File: src/rtl/ldp_pkg.sv
// shared constants for the lighting dimming pwm controller
`default_nettype none
package ldp_pkg;
	localparam int unsigned CLK_HZ          = 250_000_000;
	localparam int unsigned PWM_FREQ_HZ     = 888;
	localparam int unsigned PWM_STEPS       = 4096;
	localparam int unsigned PWM_PRESCALE    = CLK_HZ / (PWM_FREQ_HZ * PWM_STEPS);
	localparam int unsigned SYNC_RESET_MS   = 100;
	localparam int unsigned SYNC_RESET_CYC  = (CLK_HZ / 1000) * SYNC_RESET_MS;
	localparam int unsigned LOOP_OPEN_US    = 1000;
	localparam int unsigned LOOP_OPEN_CYC   = (CLK_HZ / 1_000_000) * LOOP_OPEN_US;
	localparam int unsigned BLINK_HALF_MS   = 250;
	localparam int unsigned BLINK_HALF_CYC  = (CLK_HZ / 1000) * BLINK_HALF_MS;
	// fixed phase offsets keep the three channels from rising together
	localparam logic [11:0] PHASE_OFS_1     = 12'h000;
	localparam logic [11:0] PHASE_OFS_2     = 12'h555;
	localparam logic [11:0] PHASE_OFS_3     = 12'hAAA;
	localparam logic [9:0]  DIM_MOVE_THR    = 10'h008;
	localparam logic [7:0]  CEIL_THR_1      = 8'h33;
	localparam logic [7:0]  CEIL_THR_2      = 8'h66;
	localparam logic [7:0]  CEIL_THR_3      = 8'h99;
	localparam logic [7:0]  CEIL_THR_4      = 8'hCC;
	localparam logic [9:0]  LUX_MAX_1       = 10'd100;
	localparam logic [9:0]  LUX_MAX_2       = 10'd250;
	localparam logic [9:0]  LUX_MAX_3       = 10'd500;
	localparam logic [9:0]  LUX_MAX_4       = 10'd1000;
	localparam logic [7:0]  REG_CTRL        = 8'h00;
	localparam logic [7:0]  REG_CCT_MIX     = 8'h04;
	localparam logic [7:0]  REG_STATUS      = 8'h08;
	localparam logic [7:0]  REG_DIM         = 8'h0C;
	localparam logic [7:0]  REG_LUX         = 8'h10;
	localparam logic [7:0]  REG_SENS_X      = 8'h14;
	localparam logic [7:0]  REG_SENS_Y      = 8'h18;
	localparam logic [7:0]  REG_SENS_Z      = 8'h1C;
	localparam int unsigned CTRL_AUX_DIG    = 0;
	localparam int unsigned CTRL_LUMEN      = 1;
	localparam int unsigned CTRL_CCT        = 2;
	localparam int unsigned CTRL_SYNC_EN    = 3;
	localparam int unsigned CTRL_ID_START   = 4;
	localparam logic [4:0]  CTRL_RESET      = 5'h08;
	localparam logic [11:0] CCT_MIX_RESET   = 12'h800;
	localparam logic [1:0]  RESP_OKAY       = 2'b00;
	localparam logic [1:0]  RESP_SLVERR     = 2'b10;
	typedef enum logic [1:0] {
		MODE_ANALOG  = 2'b00,
		MODE_PWM3    = 2'b01,
		MODE_TUNE2   = 2'b10
	} ldp_mode_e;
	typedef enum logic [1:0] {
		ID_IDLE   = 2'b00,
		ID_LIGHT  = 2'b01,
		ID_DECIDE = 2'b10
	} ldp_id_e;
endpackage
`default_nettype wire

File: src/rtl/ldp_top.sv
// lighting dimming pwm controller core with axi4-lite register access
// Function
// - all timing comes from the one core clock
// - 16-bit colour results are copied whole into one register per channel
// - dimmer level becomes a 10-bit code, zero means full dimming
// - converter range picked from the high-voltage supply level
// - analog auxiliary input scales the dimming level as a multiplier
// - auxiliary read as digital level when flash or expander selects it
// - daylight regulation only with sensor detected and enable pin high
// - lux-ceiling input quantised into off, 100, 250, 500, 1000 lux
// - non-off ceiling ignored unless daylight regulation is active
// - ceiling off: after dimmer movement open loop, measure, adopt as target
// - ceiling on: target is dimmer percentage of ceiling maximum
// - sync pin held high by pull-up means synchronisation disabled
// - sync pin low over 100 ms gives full reset, shorter is sync
// - outputs form three pwms, two pwms plus analog, or two pwms
// - each pwm has 12-bit duty at 888 Hz
// - common frequency, staggered turn-on edges so no two outputs rise together
// - first output gives analog or pwm dimming by mode
// - second and third pwms drive cool and warm strings, auto identified
// - strapped mode decoded: 0 analog plus two, 1 three pwms, 2 tuning
// - indicator blinks during programming, steady on when finished
// - setup is loaded from external flash before outputs run
// - maintenance switches read through expanders when fitted, else flash
`default_nettype none
module ldp_top
	import ldp_pkg::*;
#(
	parameter int unsigned RESET_HOLD_CYC = SYNC_RESET_CYC,
	parameter int unsigned LOOP_OPEN_LEN  = LOOP_OPEN_CYC,
	parameter int unsigned BLINK_HALF_LEN = BLINK_HALF_CYC
)(
	input  wire logic        CORE_CLK_I,
	input  wire logic        RESETN_I,
	input  wire logic [7:0]  S_AXI_AWADDR_I,
	input  wire logic        S_AXI_AWVALID_I,
	output var  logic        S_AXI_AWREADY_O,
	input  wire logic [31:0] S_AXI_WDATA_I,
	input  wire logic [3:0]  S_AXI_WSTRB_I,
	input  wire logic        S_AXI_WVALID_I,
	output var  logic        S_AXI_WREADY_O,
	output var  logic [1:0]  S_AXI_BRESP_O,
	output var  logic        S_AXI_BVALID_O,
	input  wire logic        S_AXI_BREADY_I,
	input  wire logic [7:0]  S_AXI_ARADDR_I,
	input  wire logic        S_AXI_ARVALID_I,
	output var  logic        S_AXI_ARREADY_O,
	output var  logic [31:0] S_AXI_RDATA_O,
	output var  logic [1:0]  S_AXI_RRESP_O,
	output var  logic        S_AXI_RVALID_O,
	input  wire logic        S_AXI_RREADY_I,
	input  wire logic [11:0] DIMMER_LEVEL_ADC_I,
	input  wire logic        HIGH_VOLTAGE_SUPPLY_HIGH_I,
	output var  logic        DIM_RANGE_HIGH_O,
	input  wire logic [11:0] AUX_ADC_I,
	input  wire logic        AUX_LEVEL_I,
	input  wire logic        EXPANDER_PRESENT_I,
	input  wire logic        EXPANDER_AUX_DIG_I,
	input  wire logic [1:0]  EXPANDER_MAINT_I,
	output var  logic        MAINT_LUMEN_O,
	output var  logic        MAINT_CCT_O,
	input  wire logic        ALS_DETECTED_I,
	input  wire logic        DAYLIGHT_ENABLE_PIN_I,
	input  wire logic [7:0]  LUX_CEILING_INPUT_I,
	input  wire logic [15:0] LUX_MEAS_I,
	output var  logic        DAYLIGHT_ACTIVE_O,
	output var  logic        LOOP_OPEN_O,
	output var  logic [15:0] LUX_TARGET_O,
	input  wire logic        SENSOR_DONE_I,
	input  wire logic [1:0]  SENSOR_CH_I,
	input  wire logic [15:0] SENSOR_RESULT_I,
	input  wire logic        SYNC_OR_RESET_PIN_I,
	output var  logic        FULL_RESET_O,
	input  wire logic [1:0]  MODE_STRAP_I,
	input  wire logic        CONFIG_LOADED_I,
	input  wire logic        PROG_ACTIVE_I,
	input  wire logic        PROG_DONE_I,
	output var  logic        PROGRESS_INDICATOR_OUTPUT_O,
	output var  logic        PWM1_O,
	output var  logic        PWM2_O,
	output var  logic        PWM3_O,
	output var  logic [11:0] ANALOG_DIM_O
);
	// a*b/1024 with a 10-bit result
	function automatic logic [9:0] scale10(input logic [9:0] a, input logic [10:0] b);
		logic [20:0] p;
		p = {11'h000, a} * {10'h000, b};
		scale10 = p[19:10];
	endfunction

	function automatic logic [11:0] duty_of(input logic [9:0] c);
		duty_of = {c, c[9:8]};
	endfunction

	function automatic logic [11:0] mix12(input logic [11:0] a, input logic [11:0] b);
		logic [23:0] p;
		p = {12'h000, a} * {12'h000, b};
		mix12 = p[23:12];
	endfunction

	// sync pin watcher sits on the pin reset only, so its own reset pulse cannot clear it
	logic [24:0] low_cnt_ff;
	logic        full_rst_ff;
	logic        pin_d_ff;
	logic        sync_seen_ff;
	logic        sync_edge_ff;
	logic        core_rst_n;
	always_ff @(posedge CORE_CLK_I or negedge RESETN_I) begin
		if (!RESETN_I) begin
			low_cnt_ff   <= 25'h0000000;
			full_rst_ff  <= 1'b0;
			pin_d_ff     <= 1'b1;
			sync_seen_ff <= 1'b0;
			sync_edge_ff <= 1'b0;
		end else begin
			pin_d_ff     <= SYNC_OR_RESET_PIN_I;
			sync_edge_ff <= 1'b0;
			full_rst_ff  <= 1'b0;
			if (!SYNC_OR_RESET_PIN_I) begin
				if (low_cnt_ff < 25'(RESET_HOLD_CYC))
					low_cnt_ff <= low_cnt_ff + 25'h0000001;
				else
					full_rst_ff <= 1'b1;
			end else begin
				low_cnt_ff <= 25'h0000000;
				// short low pulse ending counts as sync, open pin never pulses
				if (!pin_d_ff && low_cnt_ff < 25'(RESET_HOLD_CYC)) begin
					sync_seen_ff <= 1'b1;
					sync_edge_ff <= 1'b1;
				end
			end
			if (full_rst_ff)
				sync_seen_ff <= 1'b0;
		end
	end
	assign core_rst_n   = RESETN_I & ~full_rst_ff;
	assign FULL_RESET_O = full_rst_ff;

	// register file
	logic [4:0]  ctrl_ff;
	logic [11:0] cct_mix_ff;
	logic [15:0] sens_ff [0:2];
	logic [1:0]  mode_ff;
	logic        strap_done_ff;
	logic        range_hi_ff;
	logic [9:0]  dim_code_ff;
	logic [9:0]  aux_code_ff;
	logic [9:0]  eff_dim_ff;
	logic        day_act_ff;
	logic [2:0]  ceil_sel_ff;
	logic        cool_is_2_ff;
	ldp_id_e     id_st_ff;
	logic [15:0] lux_tgt_ff;

	// axi write channel
	logic [7:0]  aw_addr_ff;
	logic        aw_hold_ff;
	logic [31:0] w_data_ff;
	logic [3:0]  w_strb_ff;
	logic        w_hold_ff;
	logic        wr_fire;
	assign S_AXI_AWREADY_O = !aw_hold_ff;
	assign S_AXI_WREADY_O  = !w_hold_ff;
	assign wr_fire         = aw_hold_ff && w_hold_ff && !S_AXI_BVALID_O;
	always_ff @(posedge CORE_CLK_I or negedge core_rst_n) begin
		if (!core_rst_n) begin
			aw_addr_ff     <= 8'h00;
			aw_hold_ff     <= 1'b0;
			w_data_ff      <= 32'h00000000;
			w_strb_ff      <= 4'h0;
			w_hold_ff      <= 1'b0;
			S_AXI_BVALID_O <= 1'b0;
			S_AXI_BRESP_O  <= RESP_OKAY;
		end else begin
			if (S_AXI_AWVALID_I && !aw_hold_ff) begin
				aw_addr_ff <= S_AXI_AWADDR_I;
				aw_hold_ff <= 1'b1;
			end
			if (S_AXI_WVALID_I && !w_hold_ff) begin
				w_data_ff <= S_AXI_WDATA_I;
				w_strb_ff <= S_AXI_WSTRB_I;
				w_hold_ff <= 1'b1;
			end
			if (wr_fire) begin
				aw_hold_ff     <= 1'b0;
				w_hold_ff      <= 1'b0;
				S_AXI_BVALID_O <= 1'b1;
				S_AXI_BRESP_O  <= (aw_addr_ff == REG_CTRL || aw_addr_ff == REG_CCT_MIX) ? RESP_OKAY : RESP_SLVERR;
			end else if (S_AXI_BVALID_O && S_AXI_BREADY_I) begin
				S_AXI_BVALID_O <= 1'b0;
			end
		end
	end

	always_ff @(posedge CORE_CLK_I or negedge core_rst_n) begin
		if (!core_rst_n) begin
			ctrl_ff    <= CTRL_RESET;
			cct_mix_ff <= CCT_MIX_RESET;
		end else begin
			ctrl_ff[CTRL_ID_START] <= 1'b0;
			if (wr_fire && aw_addr_ff == REG_CTRL && w_strb_ff[0])
				ctrl_ff <= w_data_ff[4:0];
			if (wr_fire && aw_addr_ff == REG_CCT_MIX) begin
				if (w_strb_ff[0])
					cct_mix_ff[7:0] <= w_data_ff[7:0];
				if (w_strb_ff[1])
					cct_mix_ff[11:8] <= w_data_ff[11:8];
			end
		end
	end

	// axi read channel
	logic [31:0] rd_word;
	logic        rd_ok;
	always_comb begin
		rd_ok   = 1'b1;
		rd_word = 32'h00000000;
		if (S_AXI_ARADDR_I == REG_CTRL)
			rd_word = {27'h0000000, ctrl_ff};
		else if (S_AXI_ARADDR_I == REG_CCT_MIX)
			rd_word = {20'h00000, cct_mix_ff};
		else if (S_AXI_ARADDR_I == REG_STATUS)
			rd_word = {21'h000000, strap_done_ff, range_hi_ff, id_st_ff != ID_IDLE, cool_is_2_ff,
				sync_seen_ff, ceil_sel_ff, day_act_ff, mode_ff};
		else if (S_AXI_ARADDR_I == REG_DIM)
			rd_word = {6'h00, aux_code_ff, 6'h00, dim_code_ff};
		else if (S_AXI_ARADDR_I == REG_LUX)
			rd_word = {16'h0000, lux_tgt_ff};
		else if (S_AXI_ARADDR_I == REG_SENS_X)
			rd_word = {16'h0000, sens_ff[0]};
		else if (S_AXI_ARADDR_I == REG_SENS_Y)
			rd_word = {16'h0000, sens_ff[1]};
		else if (S_AXI_ARADDR_I == REG_SENS_Z)
			rd_word = {16'h0000, sens_ff[2]};
		else
			rd_ok = 1'b0;
	end
	assign S_AXI_ARREADY_O = !S_AXI_RVALID_O;
	always_ff @(posedge CORE_CLK_I or negedge core_rst_n) begin
		if (!core_rst_n) begin
			S_AXI_RVALID_O <= 1'b0;
			S_AXI_RDATA_O  <= 32'h00000000;
			S_AXI_RRESP_O  <= RESP_OKAY;
		end else if (S_AXI_ARVALID_I && !S_AXI_RVALID_O) begin
			S_AXI_RVALID_O <= 1'b1;
			S_AXI_RDATA_O  <= rd_word;
			S_AXI_RRESP_O  <= rd_ok ? RESP_OKAY : RESP_SLVERR;
		end else if (S_AXI_RREADY_I) begin
			S_AXI_RVALID_O <= 1'b0;
		end
	end

	// result only ever moves as a whole word, so a read sees old or new
	always_ff @(posedge CORE_CLK_I or negedge core_rst_n) begin
		if (!core_rst_n) begin
			sens_ff[0] <= 16'h0000;
			sens_ff[1] <= 16'h0000;
			sens_ff[2] <= 16'h0000;
		end else if (SENSOR_DONE_I && SENSOR_CH_I != 2'b11) begin
			sens_ff[SENSOR_CH_I] <= SENSOR_RESULT_I;
		end
	end

	// strap is sampled once after reset release
	always_ff @(posedge CORE_CLK_I or negedge core_rst_n) begin
		if (!core_rst_n) begin
			mode_ff       <= MODE_ANALOG;
			strap_done_ff <= 1'b0;
		end else if (!strap_done_ff) begin
			mode_ff       <= (MODE_STRAP_I == 2'b11) ? MODE_PWM3 : MODE_STRAP_I;
			strap_done_ff <= 1'b1;
		end
	end

	// input conditioning
	logic aux_digital;
	assign aux_digital = EXPANDER_PRESENT_I ? EXPANDER_AUX_DIG_I : ctrl_ff[CTRL_AUX_DIG];
	always_ff @(posedge CORE_CLK_I or negedge core_rst_n) begin
		if (!core_rst_n) begin
			range_hi_ff <= 1'b0;
			dim_code_ff <= 10'h000;
			aux_code_ff <= 10'h3FF;
			eff_dim_ff  <= 10'h000;
		end else begin
			range_hi_ff <= HIGH_VOLTAGE_SUPPLY_HIGH_I;
			dim_code_ff <= DIMMER_LEVEL_ADC_I[11:2];
			aux_code_ff <= aux_digital ? {10{AUX_LEVEL_I}} : AUX_ADC_I[11:2];
			eff_dim_ff  <= scale10(dim_code_ff, {1'b0, aux_code_ff} + 11'h001);
		end
	end
	assign DIM_RANGE_HIGH_O = range_hi_ff;
	assign MAINT_LUMEN_O    = EXPANDER_PRESENT_I ? EXPANDER_MAINT_I[0] : ctrl_ff[CTRL_LUMEN];
	assign MAINT_CCT_O      = EXPANDER_PRESENT_I ? EXPANDER_MAINT_I[1] : ctrl_ff[CTRL_CCT];

	// daylight target
	logic [9:0]  ceil_max;
	logic [9:0]  dim_ref_ff;
	logic [17:0] open_cnt_ff;
	logic [9:0]  dim_delta;
	always_comb begin
		ceil_max = 10'h000;
		case (ceil_sel_ff)
			3'd1: ceil_max = LUX_MAX_1;
			3'd2: ceil_max = LUX_MAX_2;
			3'd3: ceil_max = LUX_MAX_3;
			3'd4: ceil_max = LUX_MAX_4;
			default: ceil_max = 10'h000;
		endcase
	end
	assign dim_delta = (dim_code_ff > dim_ref_ff) ? dim_code_ff - dim_ref_ff : dim_ref_ff - dim_code_ff;
	always_ff @(posedge CORE_CLK_I or negedge core_rst_n) begin
		if (!core_rst_n) begin
			day_act_ff  <= 1'b0;
			ceil_sel_ff <= 3'd0;
		end else begin
			day_act_ff <= ALS_DETECTED_I && DAYLIGHT_ENABLE_PIN_I;
			if (!day_act_ff)
				ceil_sel_ff <= 3'd0;
			else if (LUX_CEILING_INPUT_I < CEIL_THR_1)
				ceil_sel_ff <= 3'd0;
			else if (LUX_CEILING_INPUT_I < CEIL_THR_2)
				ceil_sel_ff <= 3'd1;
			else if (LUX_CEILING_INPUT_I < CEIL_THR_3)
				ceil_sel_ff <= 3'd2;
			else if (LUX_CEILING_INPUT_I < CEIL_THR_4)
				ceil_sel_ff <= 3'd3;
			else
				ceil_sel_ff <= 3'd4;
		end
	end
	always_ff @(posedge CORE_CLK_I or negedge core_rst_n) begin
		if (!core_rst_n) begin
			dim_ref_ff  <= 10'h000;
			open_cnt_ff <= 18'h00000;
			lux_tgt_ff  <= 16'h0000;
		end else if (!day_act_ff) begin
			open_cnt_ff <= 18'h00000;
			dim_ref_ff  <= dim_code_ff;
		end else if (ceil_sel_ff != 3'd0) begin
			open_cnt_ff <= 18'h00000;
			dim_ref_ff  <= dim_code_ff;
			lux_tgt_ff  <= {6'h00, scale10(dim_code_ff, {1'b0, ceil_max})};
		end else if (open_cnt_ff != 18'h00000) begin
			open_cnt_ff <= open_cnt_ff - 18'h00001;
			if (open_cnt_ff == 18'h00001)
				lux_tgt_ff <= LUX_MEAS_I;
		end else if (dim_delta > DIM_MOVE_THR) begin
			dim_ref_ff  <= dim_code_ff;
			open_cnt_ff <= 18'(LOOP_OPEN_LEN);
		end
	end
	assign DAYLIGHT_ACTIVE_O = day_act_ff;
	assign LOOP_OPEN_O       = open_cnt_ff != 18'h00000;
	assign LUX_TARGET_O      = lux_tgt_ff;

	// string identification: light pwm2, hold pwm3 off and compare blue against red content
	logic [1:0] id_done_cnt_ff;
	always_ff @(posedge CORE_CLK_I or negedge core_rst_n) begin
		if (!core_rst_n) begin
			id_st_ff       <= ID_IDLE;
			id_done_cnt_ff <= 2'd0;
			cool_is_2_ff   <= 1'b1;
		end else begin
			case (id_st_ff)
				ID_IDLE: begin
					id_done_cnt_ff <= 2'd0;
					if (ctrl_ff[CTRL_ID_START])
						id_st_ff <= ID_LIGHT;
				end
				ID_LIGHT: begin
					// first result may straddle the switch-over, wait for a second one
					if (SENSOR_DONE_I && SENSOR_CH_I == 2'd2)
						id_done_cnt_ff <= id_done_cnt_ff + 2'd1;
					if (id_done_cnt_ff == 2'd2)
						id_st_ff <= ID_DECIDE;
				end
				ID_DECIDE: begin
					cool_is_2_ff <= sens_ff[2] > sens_ff[0];
					id_st_ff     <= ID_IDLE;
				end
				default: id_st_ff <= ID_IDLE;
			endcase
		end
	end

	// shared timebase
	logic [6:0]  presc_ff;
	logic [11:0] phase_ff;
	logic        realign;
	assign realign = sync_edge_ff && ctrl_ff[CTRL_SYNC_EN] && sync_seen_ff;
	always_ff @(posedge CORE_CLK_I or negedge core_rst_n) begin
		if (!core_rst_n) begin
			presc_ff <= 7'h00;
			phase_ff <= 12'h000;
		end else if (realign) begin
			presc_ff <= 7'h00;
			phase_ff <= 12'h000;
		end else if (presc_ff == 7'(PWM_PRESCALE - 1)) begin
			presc_ff <= 7'h00;
			phase_ff <= phase_ff + 12'h001;
		end else begin
			presc_ff <= presc_ff + 7'h01;
		end
	end

	// duty assignment per mode
	logic [11:0] dim_duty;
	logic [11:0] cool_share;
	logic [11:0] warm_share;
	logic [11:0] duty1;
	logic [11:0] duty2;
	logic [11:0] duty3;
	logic [11:0] cool_d;
	logic [11:0] warm_d;
	assign dim_duty   = duty_of(eff_dim_ff);
	assign cool_share = cct_mix_ff;
	assign warm_share = 12'hFFF - cct_mix_ff;
	always_comb begin
		cool_d = cool_share;
		warm_d = warm_share;
		if (mode_ff == MODE_TUNE2) begin
			cool_d = mix12(cool_share, dim_duty) ;
			warm_d = mix12(warm_share, dim_duty);
		end
		duty1 = 12'h000;
		duty2 = cool_is_2_ff ? cool_d : warm_d;
		duty3 = cool_is_2_ff ? warm_d : cool_d;
		if (mode_ff == MODE_PWM3)
			duty1 = dim_duty;
		if (!CONFIG_LOADED_I) begin
			duty2 = 12'h000;
			duty3 = 12'h000;
		end else if (id_st_ff != ID_IDLE) begin
			duty2 = 12'hFFF;
			duty3 = 12'h000;
		end
		if (!CONFIG_LOADED_I)
			duty1 = 12'h000;
	end
	always_ff @(posedge CORE_CLK_I or negedge core_rst_n) begin
		if (!core_rst_n)
			ANALOG_DIM_O <= 12'h000;
		else if (mode_ff == MODE_ANALOG && CONFIG_LOADED_I)
			ANALOG_DIM_O <= dim_duty;
		else
			ANALOG_DIM_O <= 12'h000;
	end

	ldp_pwm_chan u_pwm1 (
		.clk_i    (CORE_CLK_I),
		.rst_n_i  (core_rst_n),
		.phase_i  (phase_ff),
		.offset_i (PHASE_OFS_1),
		.duty_i   (duty1),
		.pwm_o    (PWM1_O)
	);
	ldp_pwm_chan u_pwm2 (
		.clk_i    (CORE_CLK_I),
		.rst_n_i  (core_rst_n),
		.phase_i  (phase_ff),
		.offset_i (PHASE_OFS_2),
		.duty_i   (duty2),
		.pwm_o    (PWM2_O)
	);
	ldp_pwm_chan u_pwm3 (
		.clk_i    (CORE_CLK_I),
		.rst_n_i  (core_rst_n),
		.phase_i  (phase_ff),
		.offset_i (PHASE_OFS_3),
		.duty_i   (duty3),
		.pwm_o    (PWM3_O)
	);

	// progress indicator
	logic [25:0] blink_cnt_ff;
	logic        blink_ff;
	always_ff @(posedge CORE_CLK_I or negedge core_rst_n) begin
		if (!core_rst_n) begin
			blink_cnt_ff <= 26'h0000000;
			blink_ff     <= 1'b0;
		end else if (PROG_ACTIVE_I) begin
			if (blink_cnt_ff >= 26'(BLINK_HALF_LEN - 1)) begin
				blink_cnt_ff <= 26'h0000000;
				blink_ff     <= !blink_ff;
			end else begin
				blink_cnt_ff <= blink_cnt_ff + 26'h0000001;
			end
		end else begin
			blink_cnt_ff <= 26'h0000000;
			blink_ff     <= PROG_DONE_I;
		end
	end
	assign PROGRESS_INDICATOR_OUTPUT_O = blink_ff;
endmodule // ldp_top
`default_nettype wire

File: src/rtl/ldp_pwm_chan.sv
// one pwm channel running off the shared 12-bit timebase
`default_nettype none
module ldp_pwm_chan
	import ldp_pkg::*;
(
	input  wire logic        clk_i,
	input  wire logic        rst_n_i,
	input  wire logic [11:0] phase_i,
	input  wire logic [11:0] offset_i,
	input  wire logic [11:0] duty_i,
	output var  logic        pwm_o
);
	logic [11:0] local_phase;
	assign local_phase = phase_i - offset_i;
	always_ff @(posedge clk_i or negedge rst_n_i) begin
		if (!rst_n_i) begin
			pwm_o <= 1'b0;
		end else begin
			// full code stays high so 100 % is reachable
			pwm_o <= (duty_i == 12'hFFF) || (local_phase < duty_i);
		end
	end
endmodule // ldp_pwm_chan
`default_nettype wire

File: config.mk
export PLATFORM = sky130hd
export DESIGN_NAME = ldp_top
export DESIGN_NICKNAME = d
export VERILOG_FILES = /design/src/rtl/ldp_pkg.sv /design/src/rtl/ldp_top.sv /design/src/rtl/ldp_pwm_chan.sv
export SDC_FILE = /design/constraint.sdc
export NUM_CORES = 2
export LEC_CHECK = 0
export ABC_AREA = 1
export BUFFER_PORTS_ARGS = -buffer_cell sky130_fd_sc_hd__buf_4
export CORE_MARGIN = 2
export CORE_UTILIZATION = 63
export DETAILED_ROUTE_END_ITERATION = 10
export PLACE_DENSITY = 0.8
export REMOVE_ABC_BUFFERS = 1
export SETUP_SLACK_MARGIN = 0.05
export SLEW_MARGIN = 20
export SYNTH_ARGS = -nofsm -noshare
export SYNTH_HDL_FRONTEND = slang
export SYNTH_SLANG_ARGS = --single-unit
File: constraint.sdc
create_clock -name CORE_CLK_I -period 18.6 [get_ports CORE_CLK_I]
set_input_delay 0.93 -clock CORE_CLK_I [delete_from_list [all_inputs] [get_ports CORE_CLK_I]]
set_output_delay 0.93 -clock CORE_CLK_I [all_outputs]
set_load 0.02 [all_outputs]
==> key figures <==
Outcome
  • Status: finished clean

Global route
  • All-Layer GR Usage: 0.329
  • Vias in the first global route: between 20000 and 30000
  • Largest net degree at the start of global routing: 177
  • Gr ovfl total: 0
  • First-pass GRT wire length: 138 mm
  • Antenna violations before repair: 1

Placed design
  • Post-DP Area: ~0.034 sq mm
  • Post-Place Worst Slack: 11400 ps
  • DPL Wire Length: 64.9 mm
  • PortBufs: 184
  • Placed insts: about 4900
  • GPL Wtd Cong: between 0.9 and 1

Synthesis
  • Synth Flop Type: dfrtp_1
  • Post-synthesis sequential area ratio: 0.232
  • Syn avg cell area: between 7 and 8 sq um
  • Synth Register Bits: ~300
  • Async SR Flop Fraction: 1.00
  • Yosys warning count: 0
  • Post-synthesis cell area: 0.0318 sq mm
  • Distinct cells, synth: approximately 70
  • Syn Inst Count: 4136
  • Post-synth EDFFs: 0

Critical path
  • CP max stage delay: 890 ps
  • CP max-delay cell: dfrtp_1
  • Worst R2R Path Depth: 28
  • Reg-to-Reg End: u_pwm3.pwm_o$_DFF_PN0_
  • CP Class: reg2reg
  • Crit path DAT: 7880 ps
  • Crit-path max FO: 18
  • Worst reg2reg setup slack: 11220 ps
  • Startpoint types: register
  • Worst reg2reg path startpoint: cct_mix_ff[1]$_DFFE_PN0P_
  • Setup crit end kind: register
  • Crit path required time: 19100 ps
  • Top delay family on crit path: adder cells
  • CP dominant cell by count: nand2_1
  • Buf/Inv on CP: 3

Die
  • Starting Density: 0.636
  • Core area: 0.0500 sq mm
  • Die width: around 230 um
  • IO Count: 219
  • DIE HEIGHT: 229 um
  • # rows: 82
  • Die ar.: 0.0522 sq mm

Drt
  • WL/cell: about 17 um
  • Vias per std cell: approximately 5.6
  • WL final: 84.4 mm
  • Detail Route Antenna Nets: 0
  • DRC violations left: 0
  • Starting DRT DRC Count: 2447
  • First-pass DRT Iterations: 6
  • Vias: 27600

Clocking
  • Clock Sinks: 294
  • Clock latency on the worst-skew pair: 580 ps
  • CTS tree: built
  • H-tree levels: 2
  • Root Driver: clkbuf_16
  • Cts-stage hold buffer count: 0
  • Clock-pin slew on the worst setup and hold paths: 60 ps
  • PostCTS Resize Cnt: 0
  • Clk buf depth: 3
  • Postcts setup bufs: 0
  • Num CTS Buffers: 37

Timing
  • Slew at the pin closest to its max-slew limit: 1120 ps
  • Post-route setup slack: 11220 ps
  • Final hold vios: 0
  • Final Setup Violations: 0
  • Fin crit share: 0.397
  • Fmax: 135 MHz
  • Slew headroom: 0.244
  • Minimum clock period: 7380 ps
  • Unrepaired setup endpoints after global routing: false
  • Final Max Tran Viols: 0
  • Setup_tns: 0 ps
  • Fin Clk Skew: 22.7 ps

Worst hold path
  • Hold Crit Class: in2async

Finish
  • Final Non-Filler Cells: 4966
  • Layout net count: ~5000
  • Finished Cell Area: 0.0351 sq mm
  • Synthesis-to-layout area growth: 10.3%
  • Share of cells above drive strength 1: 0.0766

Run
  • Maxcap violations: 0
-- sequential cells by signal (all words and copies together) (netlist names), 2 cells and up --
signal	count
aw_addr_ff	8
S_AXI_RDATA_O	26
low_cnt_ff	25
ctrl_ff	5
blink_cnt_ff	26
phase_ff	12
open_cnt_ff	18
ceil_sel_ff	3
w_data_ff	12
id_st_ff	2
presc_ff	7
LUX_TARGET_O	16
dim_ref_ff	10
eff_dim_ff	10
dim_code_ff	10
ANALOG_DIM_O	10
aux_code_ff	10
id_done_cnt_ff	2
mode_ff	2
w_strb_ff	2
sens_ff	48
cct_mix_ff	12
-- synth_stat cells, drive strengths merged (11+ instances only) --
cell type     n  area (sq um)
nand2      1001          3770
inv         824          3090
nor2        359          1360
fa          324          6490
ha          296          3700
dfrtp       280          7010
o21ai       206          1040
nand3       191           961
a21oi       153           785
clkbuf       93           350
xor2         69           604
nor3         64           342
nand4        41           263
buf          32           194
xnor2        23           201
nor4         17           119
o31ai        17           128
dfstp        14           368
o211ai       14           105
a31oi        12          75.1
mux2         12           135
o21bai       12          93.8
clkinv       11          41.3
-- cells by family (layout without fill, tap and decap cells) --
kind of cell | count (synthesis) | in the layout | synth area share
flops | 294 | 294 | 0.232
fa+ha+maj | 620 | 620 | 0.321
xor+xnor | 92 | 92 | 0.0254
mux | 12 | 12 | 0.00425
buf+inv | 960 | 1110 | 0.116
simple gates | 1697 | 1697 | 0.220
other cells | 2 | 10 | 0.000236
compound gates | 459 | 459 | 0.0816
-- stage by stage --
step                      utilization  hold slack (ps)
after global placement          0.674              434
after global routing            0.702              290
after floorplan                     -              433
after CTS                       0.701              269
final                           0.702              266
after detailed placement        0.674              430
-- routing by layer --
layer,vias to the layer above,share of wire,wire [um],global-route usage
met4,0,0.043,3610,0.136
met5,-,0,0,0
met1,13100,0.41,34500,0.437
met2,1172,0.46,39100,0.539
li1,13000,-,-,-
met3,240,0.086,7220,0.0566
-- area by class of cell --
class	instances	area, sq um
clock buffers	51	1040
flip-flops and latches	294	7370
well taps	672	841
clock inverters	17	334
inverters	835	3130
fillers	4112	14900
diodes	1	2.50
repair buffers	207	1570
multi-input cells	2889	20800
-- cells in the final DEF (no fill, tap or decap), types with 4 or more instances in the layout --
cell         n
dfrtp_1    280
o21a_1       5
nor3_1      61
nand3b_1     7
o2111ai_1    5
xor2_1      69
a31oi_1     12
a21oi_1    150
xnor2_1     23
fa_1       324
nand2_2      5
clkinv_1    11
o21ai_0    202
inv_1      820
conb_1       9
a211oi_1     8
dfstp_2     14
o211ai_1    14
nor4_1      15
or2_2        6
o221ai_1     5
o21bai_1    11
bufinv_16    6
nand4_1     40
clkbuf_16   37
nand3_1    188
inv_2        4
nor2_1     354
o31ai_1     17
mux2_2      12
buf_4      206
a21o_1       6
nand2_1    996
ha_1       296
clkbuf_8     6
clkbuf_1     8
-- worst max path at each step --
stage / start / end / depth (start not counted)
floorplan: RESETN_I / ANALOG_DIM_O[10]$_DFF_PN0_ / 2
global placement: cct_mix_ff[1]$_DFFE_PN0P_ / u_pwm3.pwm_o$_DFF_PN0_ / 28
detailed placement: cct_mix_ff[1]$_DFFE_PN0P_ / u_pwm3.pwm_o$_DFF_PN0_ / 28
CTS: cct_mix_ff[1]$_DFFE_PN0P_ / u_pwm3.pwm_o$_DFF_PN0_ / 28
global route: cct_mix_ff[1]$_DFFE_PN0P_ / u_pwm3.pwm_o$_DFF_PN0_ / 28
finish: cct_mix_ff[1]$_DFFE_PN0P_ / u_pwm3.pwm_o$_DFF_PN0_ / 28
Power is left out: the tool's default activity adds up to more than one toggle a clock period on the data nets, which glitch-free logic cannot reach.
